==> src/vfcr_pkg.sv <==
package vfcr_pkg;

  // Bus address of this bank on the two-wire link; the value is arbitrary.
  localparam logic [6:0] VFCR_DEV_ADDR = 7'h4C;

  localparam logic [7:0] VFCR_ADDR_FIRST    = 8'h01;
  localparam logic [7:0] VFCR_ADDR_DIV_HIGH = 8'h01;
  localparam logic [7:0] VFCR_ADDR_DIV_LOW  = 8'h02;
  localparam logic [7:0] VFCR_ADDR_CLKGEN   = 8'h03;
  localparam logic [7:0] VFCR_ADDR_PHASE    = 8'h04;
  localparam logic [7:0] VFCR_ADDR_GAIN0    = 8'h05;
  localparam logic [7:0] VFCR_ADDR_ADJUST0  = 8'h08;
  localparam logic [7:0] VFCR_ADDR_BRIGHT0  = 8'h09;
  localparam logic [7:0] VFCR_ADDR_SYNCW    = 8'h0E;
  localparam logic [7:0] VFCR_ADDR_ENTER    = 8'h0F;
  localparam logic [7:0] VFCR_ADDR_EXIT     = 8'h10;
  localparam logic [7:0] VFCR_ADDR_SOURCE   = 8'h11;
  localparam logic [7:0] VFCR_ADDR_LAST     = 8'h11;
  localparam int         VFCR_REG_COUNT     = 17;
  localparam int         VFCR_CHANNELS      = 3;
  localparam int         VFCR_CH_STRIDE     = 2;

  localparam int VFCR_IDX_DIV_HIGH = 0;
  localparam int VFCR_IDX_DIV_LOW  = 1;
  localparam int VFCR_IDX_CLKGEN   = 2;
  localparam int VFCR_IDX_PHASE    = 3;
  localparam int VFCR_IDX_GAIN0    = 4;
  localparam int VFCR_IDX_ADJUST0  = 7;
  localparam int VFCR_IDX_BRIGHT0  = 8;
  localparam int VFCR_IDX_SYNCW    = 13;
  localparam int VFCR_IDX_ENTER    = 14;
  localparam int VFCR_IDX_EXIT     = 15;
  localparam int VFCR_IDX_SOURCE   = 16;

  localparam int VFCR_NIB_MSB   = 7;
  localparam int VFCR_NIB_LSB   = 4;
  localparam int VFCR_BAND_MSB  = 7;
  localparam int VFCR_BAND_LSB  = 6;
  localparam int VFCR_LOOP_MSB  = 5;
  localparam int VFCR_LOOP_LSB  = 3;
  localparam int VFCR_EXT_BIT   = 2;
  localparam int VFCR_PHASE_MSB = 7;
  localparam int VFCR_PHASE_LSB = 3;
  localparam int VFCR_SLICE_MSB = 7;
  localparam int VFCR_SLICE_LSB = 2;
  localparam int VFCR_HSRC_BIT  = 7;
  localparam int VFCR_HOVR_BIT  = 6;
  localparam int VFCR_VSRC_BIT  = 5;
  localparam int VFCR_VOVR_BIT  = 4;
  localparam int VFCR_CHAN_BIT  = 3;
  localparam int VFCR_COVR_BIT  = 2;

  localparam logic [11:0] VFCR_RST_RATIO    = 12'h69D;
  localparam logic [7:0]  VFCR_RST_DIV_HIGH = 8'h69;
  localparam logic [7:0]  VFCR_RST_DIV_LOW  = 8'hD0;
  localparam logic [7:0]  VFCR_RST_CLKGEN   = 8'h48;
  localparam logic [7:0]  VFCR_RST_PHASE    = 8'h80;
  localparam logic [7:0]  VFCR_RST_GAIN     = 8'h80;
  localparam logic [7:0]  VFCR_RST_ADJUST   = 8'h00;
  localparam logic [7:0]  VFCR_RST_BRIGHT   = 8'h80;
  localparam logic [7:0]  VFCR_RST_SYNCW    = 8'h20;
  localparam logic [7:0]  VFCR_RST_SLICE    = 8'h40;
  localparam logic [7:0]  VFCR_RST_SOURCE   = 8'h00;
  localparam logic [8:0]  VFCR_OFFSET_MID   = 9'h080;
  localparam logic [3:0]  VFCR_BYTE_BITS    = 4'h8;

  typedef enum logic [6:0] {
    VFCR_S_IDLE = 7'h01,
    VFCR_S_DEV  = 7'h02,
    VFCR_S_SUB  = 7'h04,
    VFCR_S_WR   = 7'h08,
    VFCR_S_ACK  = 7'h10,
    VFCR_S_RD   = 7'h20,
    VFCR_S_MACK = 7'h40
  } vfcr_state_t;

  function automatic logic [7:0] vfcr_reset(input logic [7:0] addr);
    case (addr)
      VFCR_ADDR_DIV_HIGH:                     return VFCR_RST_DIV_HIGH;
      VFCR_ADDR_DIV_LOW:                      return VFCR_RST_DIV_LOW;
      VFCR_ADDR_CLKGEN:                       return VFCR_RST_CLKGEN;
      VFCR_ADDR_PHASE:                        return VFCR_RST_PHASE;
      8'h05, 8'h06, 8'h07:                    return VFCR_RST_GAIN;
      8'h08, 8'h0A, 8'h0C:                    return VFCR_RST_ADJUST;
      8'h09, 8'h0B, 8'h0D:                    return VFCR_RST_BRIGHT;
      VFCR_ADDR_SYNCW:                        return VFCR_RST_SYNCW;
      VFCR_ADDR_ENTER, VFCR_ADDR_EXIT:        return VFCR_RST_SLICE;
      default:                                return VFCR_RST_SOURCE;
    endcase
  endfunction

  function automatic logic [7:0] vfcr_mask(input logic [7:0] addr);
    case (addr)
      VFCR_ADDR_DIV_LOW:                                 return 8'hF0;
      VFCR_ADDR_CLKGEN, VFCR_ADDR_ENTER, VFCR_ADDR_EXIT: return 8'hFC;
      VFCR_ADDR_SOURCE:                                  return 8'hFC;
      VFCR_ADDR_PHASE:                                   return 8'hF8;
      default:                                           return 8'hFF;
    endcase
  endfunction

endpackage

==> src/vfcr_regs.sv <==
// Notes on behaviour
// RULE1 - Divider low register bits 7..4 hold the ratio's four low bits.
// RULE2 - After reset the divide ratio is 1693; high register reads 0x69.
// RULE3 - Active ratio updates only on a low register write, never on high alone.
// RULE4 - Two-bit band field picks generator range; resets to 01.
// RULE5 - Three-bit loop current field, eight current steps, resets to 001.
// RULE6 - External clock bit picks the clock pin, ratio ignored; resets 0.
// RULE7 - Five-bit sampling phase, 32 steps per pixel, resets to 16.
// RULE8 - Per-channel eight-bit gain, zero smallest range, resets to 0x80.
// RULE9 - Per-channel signed clamp target byte, clamp code under feedback, resets zero.
// RULE10 - One step of clamp target adds exactly one code of offset.
// RULE11 - Per-channel brightness: absolute or relative offset; resets to 0x80.
// RULE12 - Clamp feedback enable input decides how offsets are interpreted; the code only copies it to clamp_feedback_active, offset_level ignores it.
// RULE13 - Composite sync width register sets maximum pulse width; resets 0x20.
// RULE14 - Host keeps slicer enter threshold below exit; both reset to 0x10.
// RULE15 - Horizontal source bit picks sync input or green sync when overridden.
// RULE16 - Vertical source bit picks sync input or green extracted when overridden.
// RULE17 - Channel select bit picks input 0 or 1 when overridden.
// RULE18 - Override bits zero choose automatically, one use manual bit; reset 0.
// RULE19 - Undefined bits read zero and ignore writes.
module vfcr_regs
  import vfcr_pkg::*;
(
  input  wire logic        clk_sys,
  input  wire logic        sys_rst,
  input  wire logic        scl_pin,
  input  wire logic        sda_in,
  output logic             sda_out,
  output logic             sda_oe,
  input  wire logic        clamp_feedback_enable,
  input  wire logic        auto_hsync_source,
  input  wire logic        auto_vsync_source,
  input  wire logic        auto_channel_sel,
  output logic [11:0]      pixel_divide_ratio,
  output logic [1:0]       frequency_band_select,
  output logic [2:0]       loop_current,
  output logic             external_clock_enable,
  output logic [4:0]       sampling_phase,
  output logic [7:0]       channel_gain [VFCR_CHANNELS],
  output logic [7:0]       clamp_target [VFCR_CHANNELS],
  output logic [7:0]       brightness [VFCR_CHANNELS],
  output logic [8:0]       offset_level [VFCR_CHANNELS],
  output logic             clamp_feedback_active,
  output logic [7:0]       composite_sync_width,
  output logic [5:0]       green_slicer_enter,
  output logic [5:0]       green_slicer_exit,
  output logic             hsync_source_sel,
  output logic             vsync_source_sel,
  output logic             input_channel_sel
);

  logic [7:0]  cfg [VFCR_REG_COUNT];
  logic [7:0]  next_cfg [VFCR_REG_COUNT];
  logic        wr_en, in_range_wr, in_range_rd;
  logic [7:0]  wr_addr, wr_data, rd_addr, rd_data;
  logic [7:0]  wr_index, rd_index;
  logic [11:0] next_ratio;
  logic        next_hsel, next_vsel, next_csel;

  vfcr_serial_slave u_link (
    .clk_sys (clk_sys),
    .sys_rst (sys_rst),
    .scl_pin (scl_pin),
    .sda_in  (sda_in),
    .sda_oe  (sda_oe),
    .wr_en   (wr_en),
    .wr_addr (wr_addr),
    .wr_data (wr_data),
    .rd_addr (rd_addr),
    .rd_data (rd_data)
  );

  assign in_range_wr = wr_addr >= VFCR_ADDR_FIRST && wr_addr <= VFCR_ADDR_LAST;
  assign in_range_rd = rd_addr >= VFCR_ADDR_FIRST && rd_addr <= VFCR_ADDR_LAST;
  assign wr_index    = wr_addr - VFCR_ADDR_FIRST;
  assign rd_index    = rd_addr - VFCR_ADDR_FIRST;
  // Unmapped addresses read zero so a host scan never sees stale data.
  assign rd_data     = in_range_rd ? cfg[rd_index[4:0]] : 8'h00;

  always_comb begin
    for (int i = 0; i < VFCR_REG_COUNT; i++) begin
      next_cfg[i] = cfg[i];
      // RULE2 power-up defaults
      if (sys_rst) begin
        next_cfg[i] = vfcr_reset(VFCR_ADDR_FIRST + 8'(i));
      end
    end
    // RULE19 undefined bits masked
    if (!sys_rst && wr_en && in_range_wr) begin
      next_cfg[wr_index[4:0]] = wr_data & vfcr_mask(wr_addr);
    end
  end

  always_comb begin
    next_ratio = pixel_divide_ratio;
    // RULE3 low write commits ratio
    if (sys_rst) begin
      next_ratio = VFCR_RST_RATIO;
    end else if (wr_en && wr_addr == VFCR_ADDR_DIV_LOW) begin
      // RULE1 low nibble from upper bits
      next_ratio = {cfg[VFCR_IDX_DIV_HIGH], wr_data[VFCR_NIB_MSB:VFCR_NIB_LSB]};
    end
  end

  always_comb begin
    // RULE18 override picks manual
    // RULE15 horizontal source choice
    next_hsel = cfg[VFCR_IDX_SOURCE][VFCR_HOVR_BIT] ? cfg[VFCR_IDX_SOURCE][VFCR_HSRC_BIT]
                                                     : auto_hsync_source;
    // RULE16 vertical source choice
    next_vsel = cfg[VFCR_IDX_SOURCE][VFCR_VOVR_BIT] ? cfg[VFCR_IDX_SOURCE][VFCR_VSRC_BIT]
                                                     : auto_vsync_source;
    // RULE17 input channel choice
    next_csel = cfg[VFCR_IDX_SOURCE][VFCR_COVR_BIT] ? cfg[VFCR_IDX_SOURCE][VFCR_CHAN_BIT]
                                                     : auto_channel_sel;
    if (sys_rst) begin
      next_hsel = 1'b0;
      next_vsel = 1'b0;
      next_csel = 1'b0;
    end
  end

  // Field outputs follow next_cfg so they move in the same cycle as the register.
  always_ff @(posedge clk_sys) begin
    for (int i = 0; i < VFCR_REG_COUNT; i++) begin
      cfg[i] <= next_cfg[i];
    end
    sda_out               <= 1'b0;
    pixel_divide_ratio    <= next_ratio;
    // RULE4 band field
    frequency_band_select <= next_cfg[VFCR_IDX_CLKGEN][VFCR_BAND_MSB:VFCR_BAND_LSB];
    // RULE5 loop current field
    loop_current          <= next_cfg[VFCR_IDX_CLKGEN][VFCR_LOOP_MSB:VFCR_LOOP_LSB];
    // RULE6 external clock select
    external_clock_enable <= next_cfg[VFCR_IDX_CLKGEN][VFCR_EXT_BIT];
    // RULE7 sampling phase field
    sampling_phase        <= next_cfg[VFCR_IDX_PHASE][VFCR_PHASE_MSB:VFCR_PHASE_LSB];
    // RULE13 sync width field
    composite_sync_width  <= next_cfg[VFCR_IDX_SYNCW];
    // RULE14 slicer thresholds
    green_slicer_enter    <= next_cfg[VFCR_IDX_ENTER][VFCR_SLICE_MSB:VFCR_SLICE_LSB];
    green_slicer_exit     <= next_cfg[VFCR_IDX_EXIT][VFCR_SLICE_MSB:VFCR_SLICE_LSB];
    // RULE12 feedback mode flag
    clamp_feedback_active <= sys_rst ? 1'b0 : clamp_feedback_enable;
    hsync_source_sel      <= next_hsel;
    vsync_source_sel      <= next_vsel;
    input_channel_sel     <= next_csel;
  end

  for (genvar c = 0; c < VFCR_CHANNELS; c++) begin : g_chan
    logic [8:0] next_level;
    // RULE10 one code per step
    // RULE11 brightness relative to midpoint
    assign next_level = {next_cfg[VFCR_IDX_ADJUST0 + VFCR_CH_STRIDE * c][7],
                         next_cfg[VFCR_IDX_ADJUST0 + VFCR_CH_STRIDE * c]}
                      + {1'b0, next_cfg[VFCR_IDX_BRIGHT0 + VFCR_CH_STRIDE * c]}
                      - VFCR_OFFSET_MID;
    always_ff @(posedge clk_sys) begin
      // RULE8 gain per channel
      channel_gain[c] <= next_cfg[VFCR_IDX_GAIN0 + c];
      // RULE9 signed clamp target
      clamp_target[c] <= next_cfg[VFCR_IDX_ADJUST0 + VFCR_CH_STRIDE * c];
      brightness[c]   <= next_cfg[VFCR_IDX_BRIGHT0 + VFCR_CH_STRIDE * c];
      offset_level[c] <= next_level;
    end
  end
endmodule

==> src/vfcr_serial_slave.sv <==
module vfcr_serial_slave
  import vfcr_pkg::*;
(
  input  wire logic       clk_sys,
  input  wire logic       sys_rst,
  input  wire logic       scl_pin,
  input  wire logic       sda_in,
  output logic            sda_oe,
  output logic            wr_en,
  output logic [7:0]      wr_addr,
  output logic [7:0]      wr_data,
  output logic [7:0]      rd_addr,
  input  wire logic [7:0] rd_data
);

  logic        scl_meta, scl_s, scl_d, sda_meta, sda_s, sda_d;
  vfcr_state_t state, next_state, after, next_after;
  logic [3:0]  cnt, next_cnt;
  logic [7:0]  shreg, next_shreg, tx, next_tx, next_rd_addr;
  logic [7:0]  next_wr_addr, next_wr_data;
  logic        nack, next_nack, next_sda_oe, next_wr_en;
  logic        scl_rise, scl_fall, start_seen, stop_seen;

  assign scl_rise   = scl_s & ~scl_d;
  assign scl_fall   = ~scl_s & scl_d;
  assign start_seen = scl_s & scl_d & sda_d & ~sda_s;
  assign stop_seen  = scl_s & scl_d & ~sda_d & sda_s;

  always_comb begin
    next_state   = state;
    next_after   = after;
    next_cnt     = cnt;
    next_shreg   = shreg;
    next_tx      = tx;
    next_rd_addr = rd_addr;
    next_nack    = nack;
    next_sda_oe  = sda_oe;
    next_wr_en   = 1'b0;
    next_wr_addr = wr_addr;
    next_wr_data = wr_data;
    if (stop_seen) begin
      next_state  = VFCR_S_IDLE;
      next_sda_oe = 1'b0;
    end else if (start_seen) begin
      // A repeated start keeps the pointer so a read can follow a subaddress write.
      next_state  = VFCR_S_DEV;
      next_cnt    = 4'h0;
      next_sda_oe = 1'b0;
    end else begin
      case (state)
        VFCR_S_IDLE: begin
        end
        VFCR_S_DEV, VFCR_S_SUB, VFCR_S_WR: begin
          if (scl_rise) begin
            next_shreg = {shreg[6:0], sda_s};
            next_cnt   = cnt + 4'h1;
          end else if (scl_fall && cnt == VFCR_BYTE_BITS) begin
            next_cnt    = 4'h0;
            next_sda_oe = 1'b1;
            next_state  = VFCR_S_ACK;
            if (state == VFCR_S_DEV) begin
              next_after = shreg[0] ? VFCR_S_RD : VFCR_S_SUB;
              if (shreg[7:1] != VFCR_DEV_ADDR) begin
                next_sda_oe = 1'b0;
                next_state  = VFCR_S_IDLE;
              end
            end else if (state == VFCR_S_SUB) begin
              next_rd_addr = shreg;
              next_after   = VFCR_S_WR;
            end else begin
              next_wr_en   = 1'b1;
              next_wr_addr = rd_addr;
              next_wr_data = shreg;
              next_rd_addr = rd_addr + 8'h01;
              next_after   = VFCR_S_WR;
            end
          end
        end
        VFCR_S_ACK: begin
          if (scl_fall) begin
            next_state  = after;
            next_sda_oe = 1'b0;
            if (after == VFCR_S_RD) begin
              next_tx     = rd_data;
              next_sda_oe = ~rd_data[7];
              next_cnt    = 4'h0;
            end
          end
        end
        VFCR_S_RD: begin
          if (scl_rise) begin
            next_cnt = cnt + 4'h1;
          end else if (scl_fall) begin
            if (cnt == VFCR_BYTE_BITS) begin
              next_sda_oe  = 1'b0;
              next_rd_addr = rd_addr + 8'h01;
              next_state   = VFCR_S_MACK;
            end else begin
              next_tx     = {tx[6:0], 1'b0};
              next_sda_oe = ~tx[6];
            end
          end
        end
        VFCR_S_MACK: begin
          if (scl_rise) begin
            next_nack = sda_s;
          end else if (scl_fall) begin
            next_state = VFCR_S_IDLE;
            if (!nack) begin
              next_tx     = rd_data;
              next_sda_oe = ~rd_data[7];
              next_cnt    = 4'h0;
              next_state  = VFCR_S_RD;
            end
          end
        end
        default: begin
          next_state  = VFCR_S_IDLE;
          next_sda_oe = 1'b0;
        end
      endcase
    end
  end

  always_ff @(posedge clk_sys) begin
    scl_meta <= scl_pin;
    scl_s    <= scl_meta;
    scl_d    <= scl_s;
    sda_meta <= sda_in;
    sda_s    <= sda_meta;
    sda_d    <= sda_s;
    if (sys_rst) begin
      state   <= VFCR_S_IDLE;
      after   <= VFCR_S_IDLE;
      cnt     <= 4'h0;
      shreg   <= 8'h00;
      tx      <= 8'h00;
      rd_addr <= 8'h00;
      nack    <= 1'b0;
      sda_oe  <= 1'b0;
      wr_en   <= 1'b0;
      wr_addr <= 8'h00;
      wr_data <= 8'h00;
    end else begin
      state   <= next_state;
      after   <= next_after;
      cnt     <= next_cnt;
      shreg   <= next_shreg;
      tx      <= next_tx;
      rd_addr <= next_rd_addr;
      nack    <= next_nack;
      sda_oe  <= next_sda_oe;
      wr_en   <= next_wr_en;
      wr_addr <= next_wr_addr;
      wr_data <= next_wr_data;
    end
  end
endmodule

==> config.mk <==
export PLATFORM = sky130hd
export DESIGN_NAME = vfcr_regs
export DESIGN_NICKNAME = d
export VERILOG_FILES = /design/src/vfcr_pkg.sv /design/src/vfcr_regs.sv /design/src/vfcr_serial_slave.sv
export SDC_FILE = /design/constraint.sdc
export NUM_CORES = 1
export LEC_CHECK = 0
export BUFFER_PORTS_ARGS = -buffer_cell sky130_fd_sc_hd__clkbuf_2
export CAP_MARGIN = 30
export CORE_MARGIN = 2
export CORE_UTILIZATION = 35
export DETAILED_ROUTE_END_ITERATION = 7
export RECOVER_POWER = 50
export SYNTH_ARGS = -nofsm -noshare
export SYNTH_HDL_FRONTEND = slang
export SYNTH_SLANG_ARGS = --single-unit
==> constraint.sdc <==
create_clock -name clk_sys -period 4.92 [get_ports clk_sys]
set_input_delay 0.738 -clock clk_sys [delete_from_list [all_inputs] [get_ports clk_sys]]
set_output_delay 0.738 -clock clk_sys [all_outputs]
set_load 0.01 [all_outputs]
==> reports/qor.yml <==
n_antenna_cell: 0
fin_worst_skew_ns: 0.00797
yosys_most_used_dff: "dfxtp_1"
num-fill-cells: 3331
finalHoldViolCount: 0
outcome: "completed"
avgRoutedWirePerCell_um: 19.6
yosys.area.top_type: "dfxtp_1"
clockRootBuffer: "clkbuf_16"
dp_slack_ns: 0.306
ys_seq_area_frac: 0.419
synthesis.nets: 1272
dpl.hpwl_mm: 24.5
cts_tree: "yes"
grt_use_total: 0.199
viasPerCell: 5.31
syn-cell-area_mm2: 0.0116
drtIter0Drc: 626
period_minus_slack_ns: 4.40
placed_area_mm2: 0.0125
hold_ws_ns: 0.298
p_total_uw: 4030
cts_resized: 0
regArea_mm2: 0.00485
synthDistinctLibCells: 71
tightestPinTransition_ns: 1.00
dr.pass1.iters: 5
area_delta_synth_final_pct: 14.3
synth.avg_cell_area_um2: 9.54
cts_buffers: 27
dieWidth_um: 186
powerDensity_mw_per_mm2: 305
fin_crit_sh: 0.895
routed_wl_mm: 34.6
synth_most_common_cell: "dfxtp_1"
cts.sinks: 242
clk_pin_slew_ns: 0.06
max_freq_mhz: 227
vias: 9380
fin_nets: 1365
synth_edf_count: 0
crit_type: "reg -> reg"
crit_fanout: 16
grt_max_degree: 205
vdd_drop_max_uv: 211
setup.worst_path.start_class: "flip-flop"
synth.area.top_cells: "dfxtp_1 42%, mux4_2 6.4%, o21ai_0 5.8%"
ant_nets: 0
slew-limit-headroom: 0.331
synthTopCellsByCount: "242 x dfxtp_1, 135 x o21ai_0, 92 x nor2_1"
grt_pass1_wl_mm: 53.5
multiInputGateArea_mm2: 0.00608
core_area_mm2: 0.0325
antenna_found_initial: 0
clkLatencyLatePin_ns: 0.54
post_cts_buffers: 0
cpPeakStageDelay_ns: 0.62
gr-total-overflow: 0
fin_setup_tns_ns: 0
drive_gt1_frac: 0.0860
dieArea_mm2: 0.0345
crit_required_ns: 5.33
worstPathCellList: "or2_2, a21o_1, nor3_1, nand2_1, o21ai_0, ha_1, ha_1, a21o_1, a21oi_1, nor2b_1, o21a_1, o41ai_1, xor2_1"
yosysTopAreaCellShare: 0.419
place_congestion: 0.854
htreeDepth: 1
p_leak_uw: 0.00506
clk_path_buf_depth: 3
row_count: 66
setup_ws_ns: 0.518
syn_inst: 1211
port_buffers: 154
ys_seq_elements: 242
ctsHoldBuffers: 0
critPathCaptureType: "flip-flop"
final_area_mm2: 0.0132
hp-class: "in -> reg"
setup_viol: 0
synthArstFlopShare: 0
first_global_vias: 9116
arrival_ns: 4.81
initial_core_util: 0.355
critPathSlowestCell: "nor3_1"
maxCapViolCount: 0
ys_warn_count: 0
die_h_um: 186
rsz0062_at_grt: "no"
drc: 0
io_pins: 156
maxSlewViolCount: 0
-- worst max-delay path, delay by kind of cell, from the launching register on --
family,cells,cell delay (ns)
fa+ha+maj,2,0.60
flops,1,0.43
compound gates,6,1.58
simple gates,4,1.56
xor+xnor,1,0.11
-- kinds of logic after synthesis --
group / Yosys count / share of synthesized area
AND/OR/NAND/NOR: 401 / 0.198
AO/OA/AOI/OAI: 274 / 0.144
flip-flops: 242 / 0.419
buffers and inverters: 135 / 0.0553
multiplexers: 80 / 0.105
adder cells (fa/ha/maj): 53 / 0.0593
XOR/XNOR: 25 / 0.0189
other: 1 / 0.000324
-- placed cells by master, fill, tap and decap left out, types with 29 or more instances in the layout --
cell,instances
nand2_1,53
nand3b_1,78
o21ai_0,135
mux2i_1,47
a21oi_1,49
inv_1,29
clkbuf_1,160
nand2b_1,38
dfxtp_1,241
nor2_1,92
ha_1,50
mux4_2,33
-- worst paths after layout --
check / from / endpoint / slack (ns) / cells past startpoint
hold reg to reg: u_link.scl_meta / u_link.scl_s / 0.33 / 0
setup / recovery: u_link.wr_addr[2] / offset_level[8] / 0.52 / 13
setup reg to reg: u_link.wr_addr[2] / offset_level[8] / 0.52 / 13
hold / removal: scl_pin / u_link.scl_meta / 0.30 / 1
-- stage by stage --
| step | cells | utilization |
|---|---|---|
| floorplan | 1211 | - |
| global placement | 1712 | 0.384 |
| detailed placement | 1716 | 0.385 |
| CTS | 1766 | 0.412 |
| global route | 1767 | 0.406 |
| finish | 1767 | 0.406 |
-- layout make-up --
cell class,count,share of cell area
Timing Repair Buffer,170,0.0563
Clock buffer,42,0.0607
Sequential cell,242,0.367
Multi-Input combinational cell,834,0.460
Tap cell,442,0.0419
Clock inverter,8,0.00540
Inverter,29,0.00824
-- sequential cells by signal, summed over array words and instances, names as in the netlist, 7 cells and up --
register,count
u_link.rd_addr,8
u_link.wr_addr,8
u_link.state,7
u_link.shreg,8
pixel_divide_ratio,12
cfg,136
u_link.wr_data,8
offset_level,27
u_link.tx,7
-- power breakdown --
group	switching (uW)	internal [uW]
Sequential	6.45	1970
Combinational	40.0	25.8
Clock	821	1170
Total	867	3160
-- metal layers --
layer	track usage	part of all wire	vias to the layer above
met4	0.0551	0.024	0
met2	0.327	0.46	261
met1	0.263	0.45	4558
met3	0.0460	0.061	55
li1	-	-	4506
met5	0	0	-
(Power assumes the default switching activity.)
